<file path="src/common/cilh_pkg.sv">
// Package for the current-input loss hold block: register map and types
package cilh_pkg;

  // Register byte offsets (APB, one aligned word each)
  localparam logic [7:0] CTRL_OFF = 8'h00;
  localparam logic [7:0] PINSEL_OFF = 8'h04;
  localparam logic [7:0] STAT_OFF = 8'h08;
  localparam logic [7:0] HOLD_OFF = 8'h0C;
  localparam logic [7:0] FOUT_OFF = 8'h10;
  localparam logic [7:0] MINF_OFF = 8'h14;
  localparam logic [7:0] THR_OFF = 8'h18;

  // Control register field positions
  localparam int CTRL_CHECK_BIT = 0;
  localparam int CTRL_TERM_BIT = 1;
  localparam int CTRL_REVPROH_BIT = 2;
  localparam int CTRL_FWDPROH_BIT = 3;

  // Output pin function codes for the loss flag
  localparam logic [7:0] FUNC_LOSS_POS = 8'd98;
  localparam logic [7:0] FUNC_LOSS_NEG = 8'd198;

  // Reset values
  localparam logic [31:0] CTRL_RST = 32'h00000000;
  localparam logic [7:0] PINSEL_RST = 8'h00;
  localparam logic [15:0] MINF_RST = 16'h0000;
  // Current codes in uA: trip at 2 mA, release above 3 mA
  localparam logic [15:0] TRIP_UA_RST = 16'd2000;
  localparam logic [15:0] REL_UA_RST = 16'd3000;

  // Sample period of the control loop
  localparam int SAMPLE_US = 1;
  localparam int CLK_MHZ = 40;
  localparam int SAMPLE_CYC = SAMPLE_US * CLK_MHZ;

  // Speed source selected by priority
  typedef enum logic [2:0] {
    SRC_STOP = 3'b000,
    SRC_LIVE = 3'b001,
    SRC_HOLD = 3'b010,
    SRC_MULTI = 3'b011,
    SRC_JOG = 3'b100,
    SRC_BYPASS = 3'b101
  } cilh_src_t;

  // Loss state machine
  typedef enum logic [1:0] {
    ST_NORMAL = 2'b00,
    ST_LOST = 2'b01,
    ST_STOPPED = 2'b10
  } cilh_state_t;

  // Drive status inputs bundled
  typedef struct packed {
    logic fwd_run;
    logic rev_run;
    logic multi_speed;
    logic jog;
    logic output_stop;
    logic undervolt;
    logic retry_ok;
    logic bypass;
    logic pump_switch;
    logic process_loop_sel;
  } cilh_drive_in_t;

endpackage

</file>
<file path="src/design/cilh_top.sv">
// Current-input loss detection, frequency hold and source priority
// Behaviour
// - Loss check on: flag sets when raw current is at or below 2 mA
// - Loss check off: no detection, flag never set
// - On detection latch filtered frequency and run at it
// - Flag clears and live command resumes above 3 mA, or when loss check is turned off
// - Flag routable to output pin, code 98 true, 198 inverted
// - Dropping run command discards the held frequency
// - Detection fires regardless of bias calibration setting
// - Minimum frequency clamp still applies during loss
// - Multi-speed overrides hold during loss; stop when it drops
// - Jog overrides hold during loss; stop when released
// - Output stop shuts output; during loss stays stopped after release
// - Remote up/down/clear during loss leave hold untouched
// - Successful retry during loss keeps the held frequency
// - Auxiliary and override compensation disabled during loss
// - Compare raw sample; latch post-filter average frequency
// - Process loop suspended during loss, selection still seen
// - Panel and jog stay allowed under process loop, win over hold
// - Traverse uses held frequency as centre during loss
// - Bypass uses hold; disabling check there stops next latch
// - Auxiliary pump switching still acts during loss
// - Undervoltage during loss stops by power-failure decel
// - Direction restriction applies regardless of loss check
//
// The placing of the registers and the APB slave port are this design's own decisions.
`timescale 1ns/1ps
module cilh_top #(
  parameter int FW = 16 // Frequency word width
) (
  input wire logic pclk, // APB clock, 40 MHz
  input wire logic presetn, // Asynchronous reset, active low
  input wire logic psel, // APB select
  input wire logic penable, // APB enable
  input wire logic pwrite, // APB direction
  input wire logic [7:0] paddr, // APB byte address
  input wire logic [31:0] pwdata, // APB write data
  output logic [31:0] prdata, // APB read data
  output logic pready, // APB ready, always high
  output logic pslverr, // APB error on unmapped address
  input wire logic [15:0] cur_t2_ua, // Raw current, input 2, uA
  input wire logic [15:0] cur_t4_ua, // Raw current, input 4, uA
  input wire logic [FW-1:0] filt_freq, // Post-filter averaged frequency
  input wire logic [FW-1:0] live_freq, // Live command incl compensation
  input wire logic [FW-1:0] base_freq, // Live command, no compensation
  input wire logic [FW-1:0] multi_freq, // Multi-speed frequency
  input wire logic [FW-1:0] jog_freq, // Jog frequency
  input wire logic [FW-1:0] panel_freq, // Operator panel frequency
  input wire logic panel_mode, // Operator panel operation active
  input wire logic remote_cmd, // Remote up/down/clear pulse
  input wire cilh_pkg::cilh_drive_in_t drv, // Drive status inputs
  output logic input_loss_flag, // Loss flag, registered
  output logic [6:0] out_pins, // Output terminals
  output logic [FW-1:0] freq_cmd, // Selected output frequency
  output logic run_fwd, // Forward rotation enable
  output logic run_rev, // Reverse rotation enable
  output logic comp_enable, // Aux and override compensation on
  output logic pid_run, // Process loop computation running
  output logic pid_selected, // Process loop selection seen
  output logic traverse_hold, // Traverse centre is held frequency
  output logic pump_enable, // Auxiliary pump switching allowed
  output logic pf_decel, // Power-failure deceleration request
  output logic remote_pending // Remote command waits restoration
);

  cilh_pkg::cilh_state_t state_q, state_d;
  cilh_pkg::cilh_src_t src;
  logic [31:0] ctrl_q;
  logic [7:0] pinsel_q [7];
  logic [15:0] minf_q, trip_q, rel_q;
  logic [FW-1:0] hold_q, fsel;
  logic hold_valid_q, bypass_block_q, stop_latch_q, remote_q;
  logic [5:0] tick_q;
  logic tick, check_en, run, cur_low, cur_ok;
  logic [15:0] cur_raw;
  logic wr, rd_hit;
  logic [2:0] pidx;

  // Clamp a frequency to the minimum
  function automatic logic [FW-1:0] clamp_min(input logic [FW-1:0] f,
      input logic [15:0] m);
    logic [FW-1:0] mm;
    mm = FW'(m);
    clamp_min = (f < mm) ? mm : f;
  endfunction

  assign check_en = ctrl_q[cilh_pkg::CTRL_CHECK_BIT];
  assign run = drv.fwd_run | drv.rev_run;
  assign cur_raw = ctrl_q[cilh_pkg::CTRL_TERM_BIT] ? cur_t2_ua : cur_t4_ua;
  // Raw sample, ignores bias setting and filter
  assign cur_low = cur_raw <= trip_q;
  assign cur_ok = cur_raw > rel_q;

  // Sample tick divides the clock to the control period
  always_ff @(posedge pclk or negedge presetn) begin
    if (!presetn) begin
      tick_q <= '0;
    end else if (tick) begin
      tick_q <= '0;
    end else begin
      tick_q <= tick_q + 6'd1;
    end
  end
  assign tick = (tick_q == 6'(cilh_pkg::SAMPLE_CYC - 1));

  // Loss state: flag set on low, cleared above release level
  always_comb begin
    state_d = state_q;
    case (state_q)
      cilh_pkg::ST_NORMAL: begin
        if (check_en && cur_low) begin
          state_d = cilh_pkg::ST_LOST;
        end
      end
      cilh_pkg::ST_LOST, cilh_pkg::ST_STOPPED: begin
        if (!check_en) begin
          state_d = cilh_pkg::ST_NORMAL;
        end else if (cur_ok) begin
          state_d = cilh_pkg::ST_NORMAL;
        end else if (drv.output_stop || drv.undervolt) begin
          state_d = cilh_pkg::ST_STOPPED;
        end else if (!run) begin
          state_d = cilh_pkg::ST_STOPPED;
        end
      end
      default: state_d = cilh_pkg::ST_NORMAL;
    endcase
  end

  always_ff @(posedge pclk or negedge presetn) begin
    if (!presetn) begin
      state_q <= cilh_pkg::ST_NORMAL;
    end else if (tick) begin
      state_q <= state_d;
    end
  end
  assign input_loss_flag = (state_q != cilh_pkg::ST_NORMAL);

  // Held frequency: latched at entry, kept across retry, dropped on stop
  always_ff @(posedge pclk or negedge presetn) begin
    if (!presetn) begin
      hold_q <= '0;
      hold_valid_q <= 1'b0;
    end else if (!run) begin
      hold_q <= '0;
      hold_valid_q <= 1'b0;
    end else if (input_loss_flag && (drv.multi_speed || drv.jog)) begin
      // An override during loss forgets the hold, so its release stops
      hold_valid_q <= 1'b0;
    end else if (tick && state_q == cilh_pkg::ST_NORMAL &&
        state_d == cilh_pkg::ST_LOST) begin
      // Multi-speed, jog or blocked bypass latch nothing
      if (!drv.multi_speed && !drv.jog && !bypass_block_q) begin
        hold_q <= filt_freq;
        hold_valid_q <= 1'b1;
      end
    end
    // Retry does not touch the hold; it simply carries on
  end

  // Check disabled while bypassed blocks the next latch
  always_ff @(posedge pclk or negedge presetn) begin
    if (!presetn) begin
      bypass_block_q <= 1'b0;
    end else if (drv.bypass && !check_en) begin
      bypass_block_q <= 1'b1;
    end else if (!drv.bypass && check_en) begin
      bypass_block_q <= 1'b0;
    end
  end

  // Output stop latch: remains stopped after release during loss
  always_ff @(posedge pclk or negedge presetn) begin
    if (!presetn) begin
      stop_latch_q <= 1'b0;
    end else if (!input_loss_flag || !run) begin
      stop_latch_q <= 1'b0;
    end else if (drv.output_stop) begin
      stop_latch_q <= 1'b1;
    end
  end

  // Remote commands wait until current is restored; set wins
  always_ff @(posedge pclk or negedge presetn) begin
    if (!presetn) begin
      remote_q <= 1'b0;
    end else if (remote_cmd && input_loss_flag) begin
      remote_q <= 1'b1;
    end else if (!input_loss_flag) begin
      remote_q <= 1'b0;
    end
  end
  assign remote_pending = remote_q;

  // Source priority
  always_comb begin
    src = cilh_pkg::SRC_LIVE;
    if (drv.output_stop || stop_latch_q || drv.undervolt) begin
      src = cilh_pkg::SRC_STOP;
    end else if (!input_loss_flag) begin
      src = drv.jog ? cilh_pkg::SRC_JOG :
            drv.multi_speed ? cilh_pkg::SRC_MULTI : cilh_pkg::SRC_LIVE;
    end else if (drv.jog || (panel_mode && drv.process_loop_sel)) begin
      src = cilh_pkg::SRC_JOG;
    end else if (drv.multi_speed) begin
      src = cilh_pkg::SRC_MULTI;
    end else if (hold_valid_q && drv.bypass) begin
      src = cilh_pkg::SRC_BYPASS;
    end else if (hold_valid_q && state_q == cilh_pkg::ST_LOST) begin
      src = cilh_pkg::SRC_HOLD;
    end else begin
      src = cilh_pkg::SRC_STOP;
    end
  end

  always_comb begin
    case (src)
      cilh_pkg::SRC_LIVE: fsel = live_freq;
      cilh_pkg::SRC_HOLD: fsel = hold_q;
      cilh_pkg::SRC_BYPASS: fsel = hold_q;
      cilh_pkg::SRC_MULTI: fsel = multi_freq;
      cilh_pkg::SRC_JOG: fsel = drv.jog ? jog_freq : panel_freq;
      default: fsel = '0;
    endcase
  end

  // Registered frequency and mode outputs
  always_ff @(posedge pclk or negedge presetn) begin
    if (!presetn) begin
      freq_cmd <= '0;
      run_fwd <= 1'b0;
      run_rev <= 1'b0;
      comp_enable <= 1'b1;
      pid_run <= 1'b0;
      pid_selected <= 1'b0;
      traverse_hold <= 1'b0;
      pump_enable <= 1'b0;
      pf_decel <= 1'b0;
    end else begin
      // Clamp applies to every running source, not to stop
      freq_cmd <= (src == cilh_pkg::SRC_STOP) ? '0 :
                  clamp_min(fsel, minf_q);
      // Direction restriction is independent of the check
      run_fwd <= drv.fwd_run &
                 !ctrl_q[cilh_pkg::CTRL_FWDPROH_BIT];
      run_rev <= drv.rev_run &
                 !ctrl_q[cilh_pkg::CTRL_REVPROH_BIT];
      comp_enable <= !input_loss_flag;
      pid_run <= drv.process_loop_sel & !input_loss_flag;
      pid_selected <= drv.process_loop_sel;
      traverse_hold <= input_loss_flag & hold_valid_q;
      pump_enable <= drv.pump_switch;
      pf_decel <= drv.undervolt;
    end
  end

  // Output pins: each may carry the loss flag in either sense
  always_ff @(posedge pclk or negedge presetn) begin
    if (!presetn) begin
      out_pins <= '0;
    end else begin
      for (int i = 0; i < 7; i++) begin
        if (pinsel_q[i] == cilh_pkg::FUNC_LOSS_POS) begin
          out_pins[i] <= input_loss_flag;
        end else if (pinsel_q[i] == cilh_pkg::FUNC_LOSS_NEG) begin
          out_pins[i] <= !input_loss_flag;
        end else begin
          out_pins[i] <= 1'b0;
        end
      end
    end
  end

  // APB slave: zero wait states, error on unmapped address
  assign wr = psel & penable & pwrite;
  assign pready = 1'b1;
  assign pidx = paddr[4:2];
  assign rd_hit = (paddr <= cilh_pkg::THR_OFF) && (paddr[1:0] == 2'b00);
  assign pslverr = psel & penable & !rd_hit;

  always_ff @(posedge pclk or negedge presetn) begin
    if (!presetn) begin
      ctrl_q <= cilh_pkg::CTRL_RST;
      minf_q <= cilh_pkg::MINF_RST;
      trip_q <= cilh_pkg::TRIP_UA_RST;
      rel_q <= cilh_pkg::REL_UA_RST;
      for (int i = 0; i < 7; i++) begin
        pinsel_q[i] <= cilh_pkg::PINSEL_RST;
      end
    end else if (wr && rd_hit) begin
      case (paddr)
        cilh_pkg::CTRL_OFF: ctrl_q <= {28'h0000000, pwdata[3:0]};
        cilh_pkg::PINSEL_OFF: begin
          // Pin select word: index in [10:8], code in [7:0]
          if (pwdata[10:8] < 3'd7) begin
            pinsel_q[pwdata[10:8]] <= pwdata[7:0];
          end
        end
        cilh_pkg::MINF_OFF: minf_q <= pwdata[15:0];
        cilh_pkg::THR_OFF: begin
          trip_q <= pwdata[15:0];
          rel_q <= pwdata[31:16];
        end
        default: ;
      endcase
    end
  end

  always_comb begin
    prdata = 32'h00000000;
    case (paddr)
      cilh_pkg::CTRL_OFF: prdata = ctrl_q;
      cilh_pkg::PINSEL_OFF: prdata = {24'h000000, pinsel_q[0]};
      cilh_pkg::STAT_OFF: prdata = {26'h0000000, remote_q, stop_latch_q,
          hold_valid_q, state_q, input_loss_flag};
      cilh_pkg::HOLD_OFF: prdata = 32'(hold_q);
      cilh_pkg::FOUT_OFF: prdata = 32'(freq_cmd);
      cilh_pkg::MINF_OFF: prdata = {16'h0000, minf_q};
      cilh_pkg::THR_OFF: prdata = {rel_q, trip_q};
      default: prdata = 32'h00000000;
    endcase
  end

  logic unused_ok;
  assign unused_ok = &{1'b0, base_freq, drv.retry_ok, pidx};

endmodule
</file>
<file path="config.mk">
export PLATFORM = sky130hd
export DESIGN_NAME = cilh_top
export DESIGN_NICKNAME = d
export VERILOG_FILES = /design/src/common/cilh_pkg.sv /design/src/design/cilh_top.sv
export SDC_FILE = /design/constraint.sdc
export NUM_CORES = 1
export LEC_CHECK = 0
export BUFFER_PORTS_ARGS = -buffer_cell sky130_fd_sc_hd__buf_2
export CAP_MARGIN = 20
export CORE_ASPECT_RATIO = 0.8
export CORE_UTILIZATION = 43
export DETAILED_ROUTE_END_ITERATION = 8
export HOLD_SLACK_MARGIN = 0.03
export MAX_ROUTING_LAYER = met4
export PLACE_DENSITY = 0.8
export SLEW_MARGIN = 5
export SYNTH_ARGS = -nofsm -noshare
export SYNTH_HDL_FRONTEND = slang
export SYNTH_SLANG_ARGS = --single-unit
</file>
<file path="constraint.sdc">
create_clock -name pclk -period 3.89 [get_ports pclk]
set_input_delay 0.778 -clock pclk [delete_from_list [all_inputs] [get_ports pclk]]
set_output_delay 0.778 -clock pclk [all_outputs]
set_load 0.01 [all_outputs]
</file>
Word-level counts from Yosys, hierarchy flattened
Cells that the tools add are included.
W data, S select, Z words.
Word-level totals
  input port bits: 185
  register bits after elaboration: 167
Operators by class
  order comparisons: 7
  reductions and logical operators: 46
  equal/unequal tests: 35
  add/sub/neg operators: 1
  muxes and demuxes: 52
  bitwise logic cells: 9
Operator list (number)
  $pmux W32 S7: 1
  $mux W16: 8
  $pmux W16 S4: 1
  $bwmux W56: 1
  $eq A8 B7 Y1 const B: 7
  $eq A8 B8 Y1 const B: 7
  $demux W8 S3: 1
  $eq A8 B5 Y1 const B: 3
  $mux W1: 24
  $mux W3: 6
  $eq A8 B4 Y1 const B: 2
  $gt A16 B16 Y1: 1
  $le A16 B16 Y1: 1
  $lt A16 B16 Y1: 1
  $logic_and A1 B1 Y1: 15
  $mux W2: 7
  $logic_not A1 Y1: 10
  $eq A8 B3 Y1 const B: 1
  $le A8 B5 Y1 const B: 1
  $logic_not A8 Y1: 1
  $mux W8: 1
  $reduce_and A2 Y1: 4
  $and A1 B1 Y1: 7
  $add A6 B1 Y6 const B: 1
  22 further kinds: 38

Depth between registers and ports, before layout
Gate-level depths: netlist of the first run.
  depth after elaboration: 14
  mapped depth: 19
  gate-level depth less buffers: 15

Worst setup path after synthesis of the first run
OpenSTA, ideal clock, no wires.
  kind: input -> register
  from: input drv[4] in the netlist's numbering
  to: register freq_cmd[0]
  buffers on the path: 3
  stages on the path: 16
  setup time: 0.087 ns
  slack: -0.248 ns
  arrival: 4.050 ns
  path through: or3_1 > nor4b_2 > clkbuf_1 > nand2_1 > o21ai_0 > a221o_1 > ha_1 > a21o_1 > a211oi_1 > o21ai_0 > a2111o_1 > a211oi_2 > buf_4 > buf_4 > nand2_1 > a22oi_1
Between the ends
  cells in the longest elaborated chain, start to end: 8
  elaborated cells between the ends (all ways): 13
  those cells by class: order compare: 1; eq/ne: 5; mux: 4; reduce/logical: 3
Ends and longest elaborated chain
  start: declaration: RTL line cilh_top.sv:51  | input wire cilh_pkg::cilh_drive_in_t drv,
  $logic_or A1 B1 Y1 *: RTL line cilh_top.sv:198  | if (drv.output_stop || stop_latch_q || drv.undervolt) begin
  $mux W3 *: RTL line cilh_top.sv:198
  $eq A3 B3 Y1 / $eq A3 B2 Y1 (equally long branches): RTL line cilh_top.sv:217  | case (src)
  $reduce_or A2 Y1 (no line)
  $pmux W16 S4: RTL line cilh_top.sv:217
  $lt A16 B16 Y1: RTL line cilh_top.sv:84  | clamp_min = (f < mm) ? mm : f;
  $mux W16: RTL line cilh_top.sv:84
  $mux W16 *: RTL line cilh_top.sv:241  | freq_cmd <= (src == cilh_pkg::SRC_STOP) ? '0 :
  end signal: assignment: RTL line cilh_top.sv:241
  end: declaration: RTL line cilh_top.sv:54  | output logic [FW-1:0] freq_cmd,
Mark *: on every way between the ends. The rest lies on a longest branch, timed or not.
A chain may end at the register's enable or synchronous reset.

Worst setup path in the final report of the first run
  from: register state_q[1]
  to: register freq_cmd[12]
Between the ends
  cells in the longest elaborated chain, start to end: 14
  elaborated cells between the ends (all ways): 20
  those cells by class: order compare: 1; eq/ne: 6; mux: 9; reduce/logical: 4
Ends and longest elaborated chain
  start: declaration: RTL line cilh_top.sv:66  | cilh_pkg::cilh_state_t state_q, state_d;
  start signal: assignment: RTL line cilh_top.sv:132  | state_q <= cilh_pkg::ST_NORMAL;
  start signal: assignment: RTL line cilh_top.sv:134  | state_q <= state_d;
  $eq A2 B1 Y1: RTL line cilh_top.sv:209  | end else if (hold_valid_q && state_q == cilh_pkg::ST_LOST) begin
  $logic_and A1 B1 Y1: RTL line cilh_top.sv:209
  $mux W2: RTL line cilh_top.sv:209
  $mux W3: RTL line cilh_top.sv:207  | end else if (hold_valid_q && drv.bypass) begin
  $mux W3: RTL line cilh_top.sv:205  | end else if (drv.multi_speed) begin
  $mux W3: RTL line cilh_top.sv:203  | end else if (drv.jog || (panel_mode && drv.process_loop_sel)) begin
  $mux W3 *: RTL line cilh_top.sv:200  | end else if (!input_loss_flag) begin
  $mux W3 *: RTL line cilh_top.sv:198
  $eq A3 B3 Y1 / $eq A3 B2 Y1 (equally long branches): RTL line cilh_top.sv:217
  $reduce_or A2 Y1 (no line)
  $pmux W16 S4: RTL line cilh_top.sv:217
  $lt A16 B16 Y1: RTL line cilh_top.sv:84
  $mux W16: RTL line cilh_top.sv:84
  $mux W16 *: RTL line cilh_top.sv:241
Marks and branches as above.

==> flow_summary.yaml, run 1 <==
outcome:
  status: "completed"
timing:
  slew_violations: 0
  final-setup-viol-count: 0
  finalCriticalPeriod_ns: 3.743
  slew_headroom_pct: 49.75
  worstMarginPinSlew_ns: 0.7537
  hold_viol_final: 0
  fin_crit_sh_pct: 96.23
  fmax_ghz: 0.2671
  fin_skew_ns: 0.008748
final_layout:
  stdcell_count: 1455
  drive_gt1_share_pct: 41.85
  fillerInstances: 1893
  layout-area-overhead-vs-synth_pct: 25.04
  final_area_um2: 12020
  layout.nets: 1378
  finish.utilization_pct: 55.27
drt:
  wl_mm: 28.42
  drt_iter0_drc: 590
  routedWlPerCell_um: 19.53
  num_vias: 8019
  post-route-drc-count: 0
  ant_nets: 0
  viasPerCell: 5.511
  dr.pass1.iters: 4
floorplanning:
  rows: 48
  coreArea_um2: 21740
  pin_count: 252
  die_area_um2: 22960
  initial_utilization_pct: 44.20
  die_h_um: 135.7
  die_x_um: 169.1
worst_setup_path:
  rr_worst_depth: 17
  start_kind: "flop"
  cp.required_ns: 4.21
  worst-path-stages: 17
  path_class: "flop to flop"
  crit_path_end_kind: "flop"
  regToRegSetupSlack_ns: 0.15
  max_stage_delay_ns: 0.42
  worst_path_max_delay_cell: "dfrtp_1"
  rr_startpoint: "state_q[1]$_DFFE_PN0N_"
  path_buf_inv: 5
  crit_end: "freq_cmd[12]$_DFF_PN0_"
  crit_chain: "inv_1, ha_4, and3b_2, o21ai_4, buf_6, o21ai_0, a221o_1, ha_1, a21o_1, a211oi_2, o21ai_1, a2111o_1, a211oi_2, buf_4, buf_4, buf_4, a2bb2oi_1"
  crit_path_max_fanout: 7
  critPathLaunch: "state_q[1]$_DFFE_PN0N_"
  crit_path_frequent_cell: "buf_4"
  r2r_end: "freq_cmd[12]$_DFF_PN0_"
  crit_family: "compound AO/OA/AOI/OAI gates"
  crit_arrival_ns: 4.07
synth:
  yosysWarnings: 0
  async_reset_ff_share_pct: 100.0
  ys.flop_type: "dfrtp_1"
  ys_seq_area_share_pct: 43.67
  ys_ff_latch: 167
  syn_area_um2: 9610
  netlist_instances: 894
  ys_types: 71
  synth_nets: 1131
  synth_area_per_cell_um2: 10.75
  synth-edff-count: 0
cts:
  cts-root-buf: "clkbuf_16"
  cts_buffers: 17
  cts_tree: "built"
  htreeDepth: 4
  cts.sinks: 167
  clkLatencyLatePin_ns: 0.43
  path_clk_slew_ns: 0.07
  clock_path_buffers: 2
placed_design:
  dp_hpwl_mm: 21.59
  gp_congestion: 0.9338
  place_area_um2: 11270
  io_buffers: 233
  placed_cells: 1415
run:
  max_cap_violations: 0
grt:
  grt_use_met3_pct: 5.229
  top_usage_layer: "met2"
  grt_first_pass_wirelength_mm: 43.03
  antenna_found_initial: 1
  grt_pass1_vias: 7861
  grtUsageTotal_pct: 25.68
  use_met2_pct: 39.87
  grt_max_degree: 77
  overflow: 0
  use_met1_pct: 33.65
power_and_ir_drop:
  p_leak_nw: 6.129
  ir_drop_uv: 281.2
  power_density_nw_per_um2: 339.4
hold_path:
  hold_path.class: "input port to async pin"
state kept, by name, summed over array words and instances (netlist names), 2 cells and up:
| register | flops |
|---|---|
| trip_q | 16 |
| rel_q | 16 |
| ctrl_q | 4 |
| pinsel_q | 56 |
| state_q | 2 |
| tick_q | 6 |
| minf_q | 16 |
| hold_q | 16 |
| out_pins | 7 |
| freq_cmd | 16 |
synth_stat cells, types with 5 or more instances:
library cell | number | area share (%)
a21oi_1 | 33 | 1.7
a221o_1 | 17 | 1.8
a22oi_1 | 5 | 0.39
a31oi_1 | 6 | 0.39
and2_1 | 19 | 1.2
and3_1 | 7 | 0.46
buf_1 | 13 | 0.51
clkbuf_1 | 25 | 0.98
dfrtp_1 | 153 | 40
dfstp_2 | 14 | 3.8
ha_1 | 52 | 6.8
inv_1 | 53 | 2.1
mux2_2 | 127 | 15
mux2i_1 | 47 | 4.9
nand2_1 | 98 | 3.8
nand3_1 | 20 | 1.0
nand4_1 | 6 | 0.39
nand4b_1 | 7 | 0.64
nor2_1 | 33 | 1.3
nor2b_1 | 9 | 0.59
nor3_1 | 19 | 0.99
o211a_1 | 13 | 1.4
o21ai_0 | 35 | 1.8
or4b_2 | 6 | 0.62
cells by family after synthesis:
group,Yosys count,share of synthesized area (%)
other,1,0.03902
buffers and inverters,100,4.192
AO/OA/AOI/OAI,146,10.94
multiplexers,177,20.36
flip-flops,167,43.67
XOR/XNOR,3,0.2735
adder cells (fa/ha/maj),52,6.770
AND/OR/NAND/NOR,248,13.76
area by class of cell:
class,count,area [µm²],share of cell area [%]
well taps,300,375.4,3.124
repair buffers,275,1526,12.70
clock buffers,19,452.9,3.769
diodes,1,2.502,0.02082
inverters,53,198.9,1.656
multi-input cells,627,5080,42.27
flip-flops and latches,167,4197,34.92
clock inverters,13,183.9,1.531
where the power goes:
group          leakage, nW  total (W)  internal (W)  switching (W)
registers             2.25    0.00177       0.00176      0.0000144
logic                 3.57   0.000490      0.000213       0.000277
clock network        0.311    0.00182       0.00107       0.000748
total                 6.13    0.00408       0.00304        0.00104
what timing repair did:
action                                  in CTS  in global routing
endpoints found under the setup margin       0                 12
hold buffers                                 0                  0
resized for setup                            0                 12
setup buffers                                0                  6
hold endpoints to repair                     0                  0
layout by cell type (no fill, tap or decap), drive strengths merged, types with 3 or more instances in the layout:
master / n
a211oi: 5
mux2i: 47
o211a: 13
nor3b: 3
or3: 3
nor3: 20
bufinv: 3
nand4: 6
dfrtp: 153
dfstp: 14
ha: 52
a22oi: 5
nand4b: 7
or4b: 6
nand3b: 3
a21o: 4
nor2b: 9
mux2: 128
nor2: 35
and2: 19
nand3: 21
clkbuf: 19
o21ai: 35
a31oi: 6
buf: 275
a32oi: 3
nand2: 99
a2bb2oi: 3
a21oi: 33
inv: 60
nand2b: 3
a221o: 17
and3: 7
routing by layer:
metal	up-vias	wire length (µm)
met5	-	0
met4	0	686
met3	38	1801
met2	356	13120
met1	3906	12810
li1	3719	-
stage by stage:
stage          setup TNS, ns  setup WS, ns  power, W  hold WS [ns]
2_1_floorplan              0       0.08238  0.002034        0.4143
6_report                   0        0.1466  0.004079        0.4065
5_1_grt             -0.01448      -0.01448  0.004239        0.4450
3_5_place_dp          -1.243       -0.1684  0.002272        0.4515
4_1_cts                    0        0.1066  0.004088        0.4147
3_3_place_gp         -0.7681       -0.1263  0.002258        0.4378
how the worst min path moves through the flow:
stage	startpoint	end	slack, ns	depth (start not counted)
6_report	presetn	out_pins[1]$_DFF_PN0_	0.41	1
5_1_grt	presetn	rel_q[2]$_DFFE_PN0P_	0.44	1
4_1_cts	presetn	freq_cmd[9]$_DFF_PN0_	0.41	1
3_5_place_dp	ctrl_q[3]$_DFFE_PN0P_	run_fwd$_DFF_PN0_	0.45	1
3_3_place_gp	ctrl_q[3]$_DFFE_PN0P_	run_fwd$_DFF_PN0_	0.44	1
2_1_floorplan	ctrl_q[3]$_DFFE_PN0P_	run_fwd$_DFF_PN0_	0.41	1
Note: power is estimated with default switching activity, not from simulation.
==> run 2: changes to the inputs <==
--- a/config.mk
+++ b/config.mk
@@ -5,7 +5,7 @@
 export SDC_FILE = /design/constraint.sdc
 export NUM_CORES = 1
 export LEC_CHECK = 0
-export BUFFER_PORTS_ARGS = -buffer_cell sky130_fd_sc_hd__buf_2
+export BUFFER_PORTS_ARGS = -buffer_cell sky130_fd_sc_hd__buf_4
 export CAP_MARGIN = 20
 export CORE_ASPECT_RATIO = 0.8
 export CORE_UTILIZATION = 43
==> run 2 against run 1 <==
Effect of this change:
- via count shrank 0.79%
- worst hold slack lost 0.045 ns
- critical path depth is the same
- critical endpoint is now freq_cmd[14]$_DFF_PN0_
- critical path type unchanged
==> flow_summary.yaml, run 2 (synthesized netlist as in run 1, its figures left out) <==
outcome:
  status: "completed"
timing:
  finalCriticalPeriod_ns: 3.808
  final-setup-viol-count: 0
  slew_headroom_pct: 53.96
  fmax_ghz: 0.2626
  fin_skew_ns: 0.008297
  fin_crit_sh_pct: 97.89
  timing.final.ws_setup_ns: 0.08190
  slew_violations: 0
  worstMarginPinSlew_ns: 0.6907
  hold_viol_final: 0
placed_design:
  io_buffers: 233
  dp_hpwl_mm: 21.48
  place_ws_ns: -0.1813
  gp_congestion: 0.9227
run:
  max_cap_violations: 0
cts:
  path_clk_slew_ns: 0.07
  htreeDepth: 4
  cts.sinks: 167
  cts_buffers: 17
  cts-root-buf: "clkbuf_16"
  clkLatencyLatePin_ns: 0.43
  clock_path_buffers: 2
  cts_tree: "built"
floorplanning:
  die_h_um: 135.7
  coreArea_um2: 21740
  initial_utilization_pct: 44.20
  die_area_um2: 22960
  rows: 48
  pin_count: 252
  die_x_um: 169.1
grt:
  overflow: 0
  grt_max_degree: 74
  grt_first_pass_wirelength_mm: 43.50
  antenna_found_initial: 0
  grtUsageTotal_pct: 25.78
  grt_pass1_vias: 8140
final_layout:
  drive_gt1_share_pct: 41.78
  layout_commonest_cell: "buf_4"
  finish.utilization_pct: 57.71
  num_antenna_cells: 0
  layout-area-overhead-vs-synth_pct: 30.56
  largest_register_ffs: 56
  largest_register: "pinsel_q"
  layout_common_cells: "buf_4, dfrtp_1, mux2_2"
  fillerInstances: 1865
  layout.nets: 1380
hold_path:
  hold_path.class: "input port to async pin"
power_and_ir_drop:
  ir_drop_uv: 241.8
  power_density_nw_per_um2: 322.1
  p_leak_nw: 6.260
worst_setup_path:
  rr_worst_depth: 17
  cp.required_ns: 4.24
  rr_startpoint: "state_q[0]$_DFFE_PN0N_"
  r2r_end: "freq_cmd[14]$_DFF_PN0_"
  crit_path_end_kind: "flop"
  path_class: "flop to flop"
  start_kind: "flop"
  critPathLaunch: "state_q[0]$_DFFE_PN0N_"
  crit_path_max_fanout: 10
  crit_arrival_ns: 4.16
  regToRegSetupSlack_ns: 0.08
drt:
  drt_iter0_drc: 515
  routedWlPerCell_um: 19.41
  ant_nets: 0
  num_vias: 7956
  viasPerCell: 5.464
  wl_mm: 28.26
  dr.pass1.iters: 5
  post-route-drc-count: 0
-- run 2: critical path, stage by stage (launching register included) --
cell       delay (ns)
dfrtp_1          0.40
inv_2            0.10
ha_4             0.17
and3b_2          0.25
nor4b_4          0.33
buf_12           0.17
nand2_1          0.05
o21ai_0          0.08
a221o_1          0.19
ha_1             0.27
a21o_1           0.18
a211oi_1         0.27
o21ai_1          0.16
a2111o_1         0.32
a211oi_2         0.26
buf_4            0.19
and2_1           0.17
a2bb2oi_1        0.17
-- run 2: worst max path at each step --
stage | to | cells past startpoint
floorplan | freq_cmd[0]$_DFF_PN0_ | 16
global placement | freq_cmd[13]$_DFF_PN0_ | 16
finish | freq_cmd[14]$_DFF_PN0_ | 17
CTS | freq_cmd[14]$_DFF_PN0_ | 16
global route | freq_cmd[12]$_DFF_PN0_ | 17
detailed placement | freq_cmd[14]$_DFF_PN0_ | 16
-- run 2: report_power, final --
| part | internal, W | leakage [nW] | switching, W |
|---|---|---|---|
| Combinational | 0.000271 | 3.72 | 0.000275 |
| Sequential | 0.00176 | 2.25 | 0.0000151 |
| Clock | 0.000980 | 0.289 | 0.000741 |
| Total | 0.00301 | 6.26 | 0.00103 |
-- run 2: cell type report --
cell class / count / area [µm²] / share of cell area [%]
timing repair buffer: 277 / 2125 / 16.93
sequential: 167 / 4197 / 33.45
tap: 300 / 375.4 / 2.992
inverter: 53 / 198.9 / 1.586
multi-input combinational: 627 / 5047 / 40.23
clock inverter: 14 / 165.2 / 1.316
clock buffer: 18 / 439.2 / 3.500
-- run 2: timing repair --
item,in CTS,in global routing
setup buffers,0,8
setup endpoints to repair,0,16
gates resized for setup,0,7
hold buffers,0,0
-- run 2: per-stage QoR --
step           power (W)  instances  setup TNS, ns  hold slack (ns)  cell area (µm²)
2_1_floorplan   0.002034        894              0           0.4143             9644
3_3_place_gp    0.002317       1416        -0.4206           0.4443            11860
3_5_place_dp    0.002330       1416         -1.567           0.4444            11860
4_1_cts         0.004049       1448              0           0.3792            12460
5_1_grt         0.004186       1456        -0.2656           0.4023            12550
6_report        0.004041       1456              0           0.3619            12550
-- run 2: metal layers --
layer  part of all wire, %  GRT usage, %  vias to the layer above  routed length [µm]
met5                     0             -                        -                   0
met4                   3.5         10.66                        0                 994
met3                   7.2         5.405                       62                2023
met2                    45         39.57                      370               12760
met1                    44         33.22                     3808               12480
li1                      -             -                     3716                   -
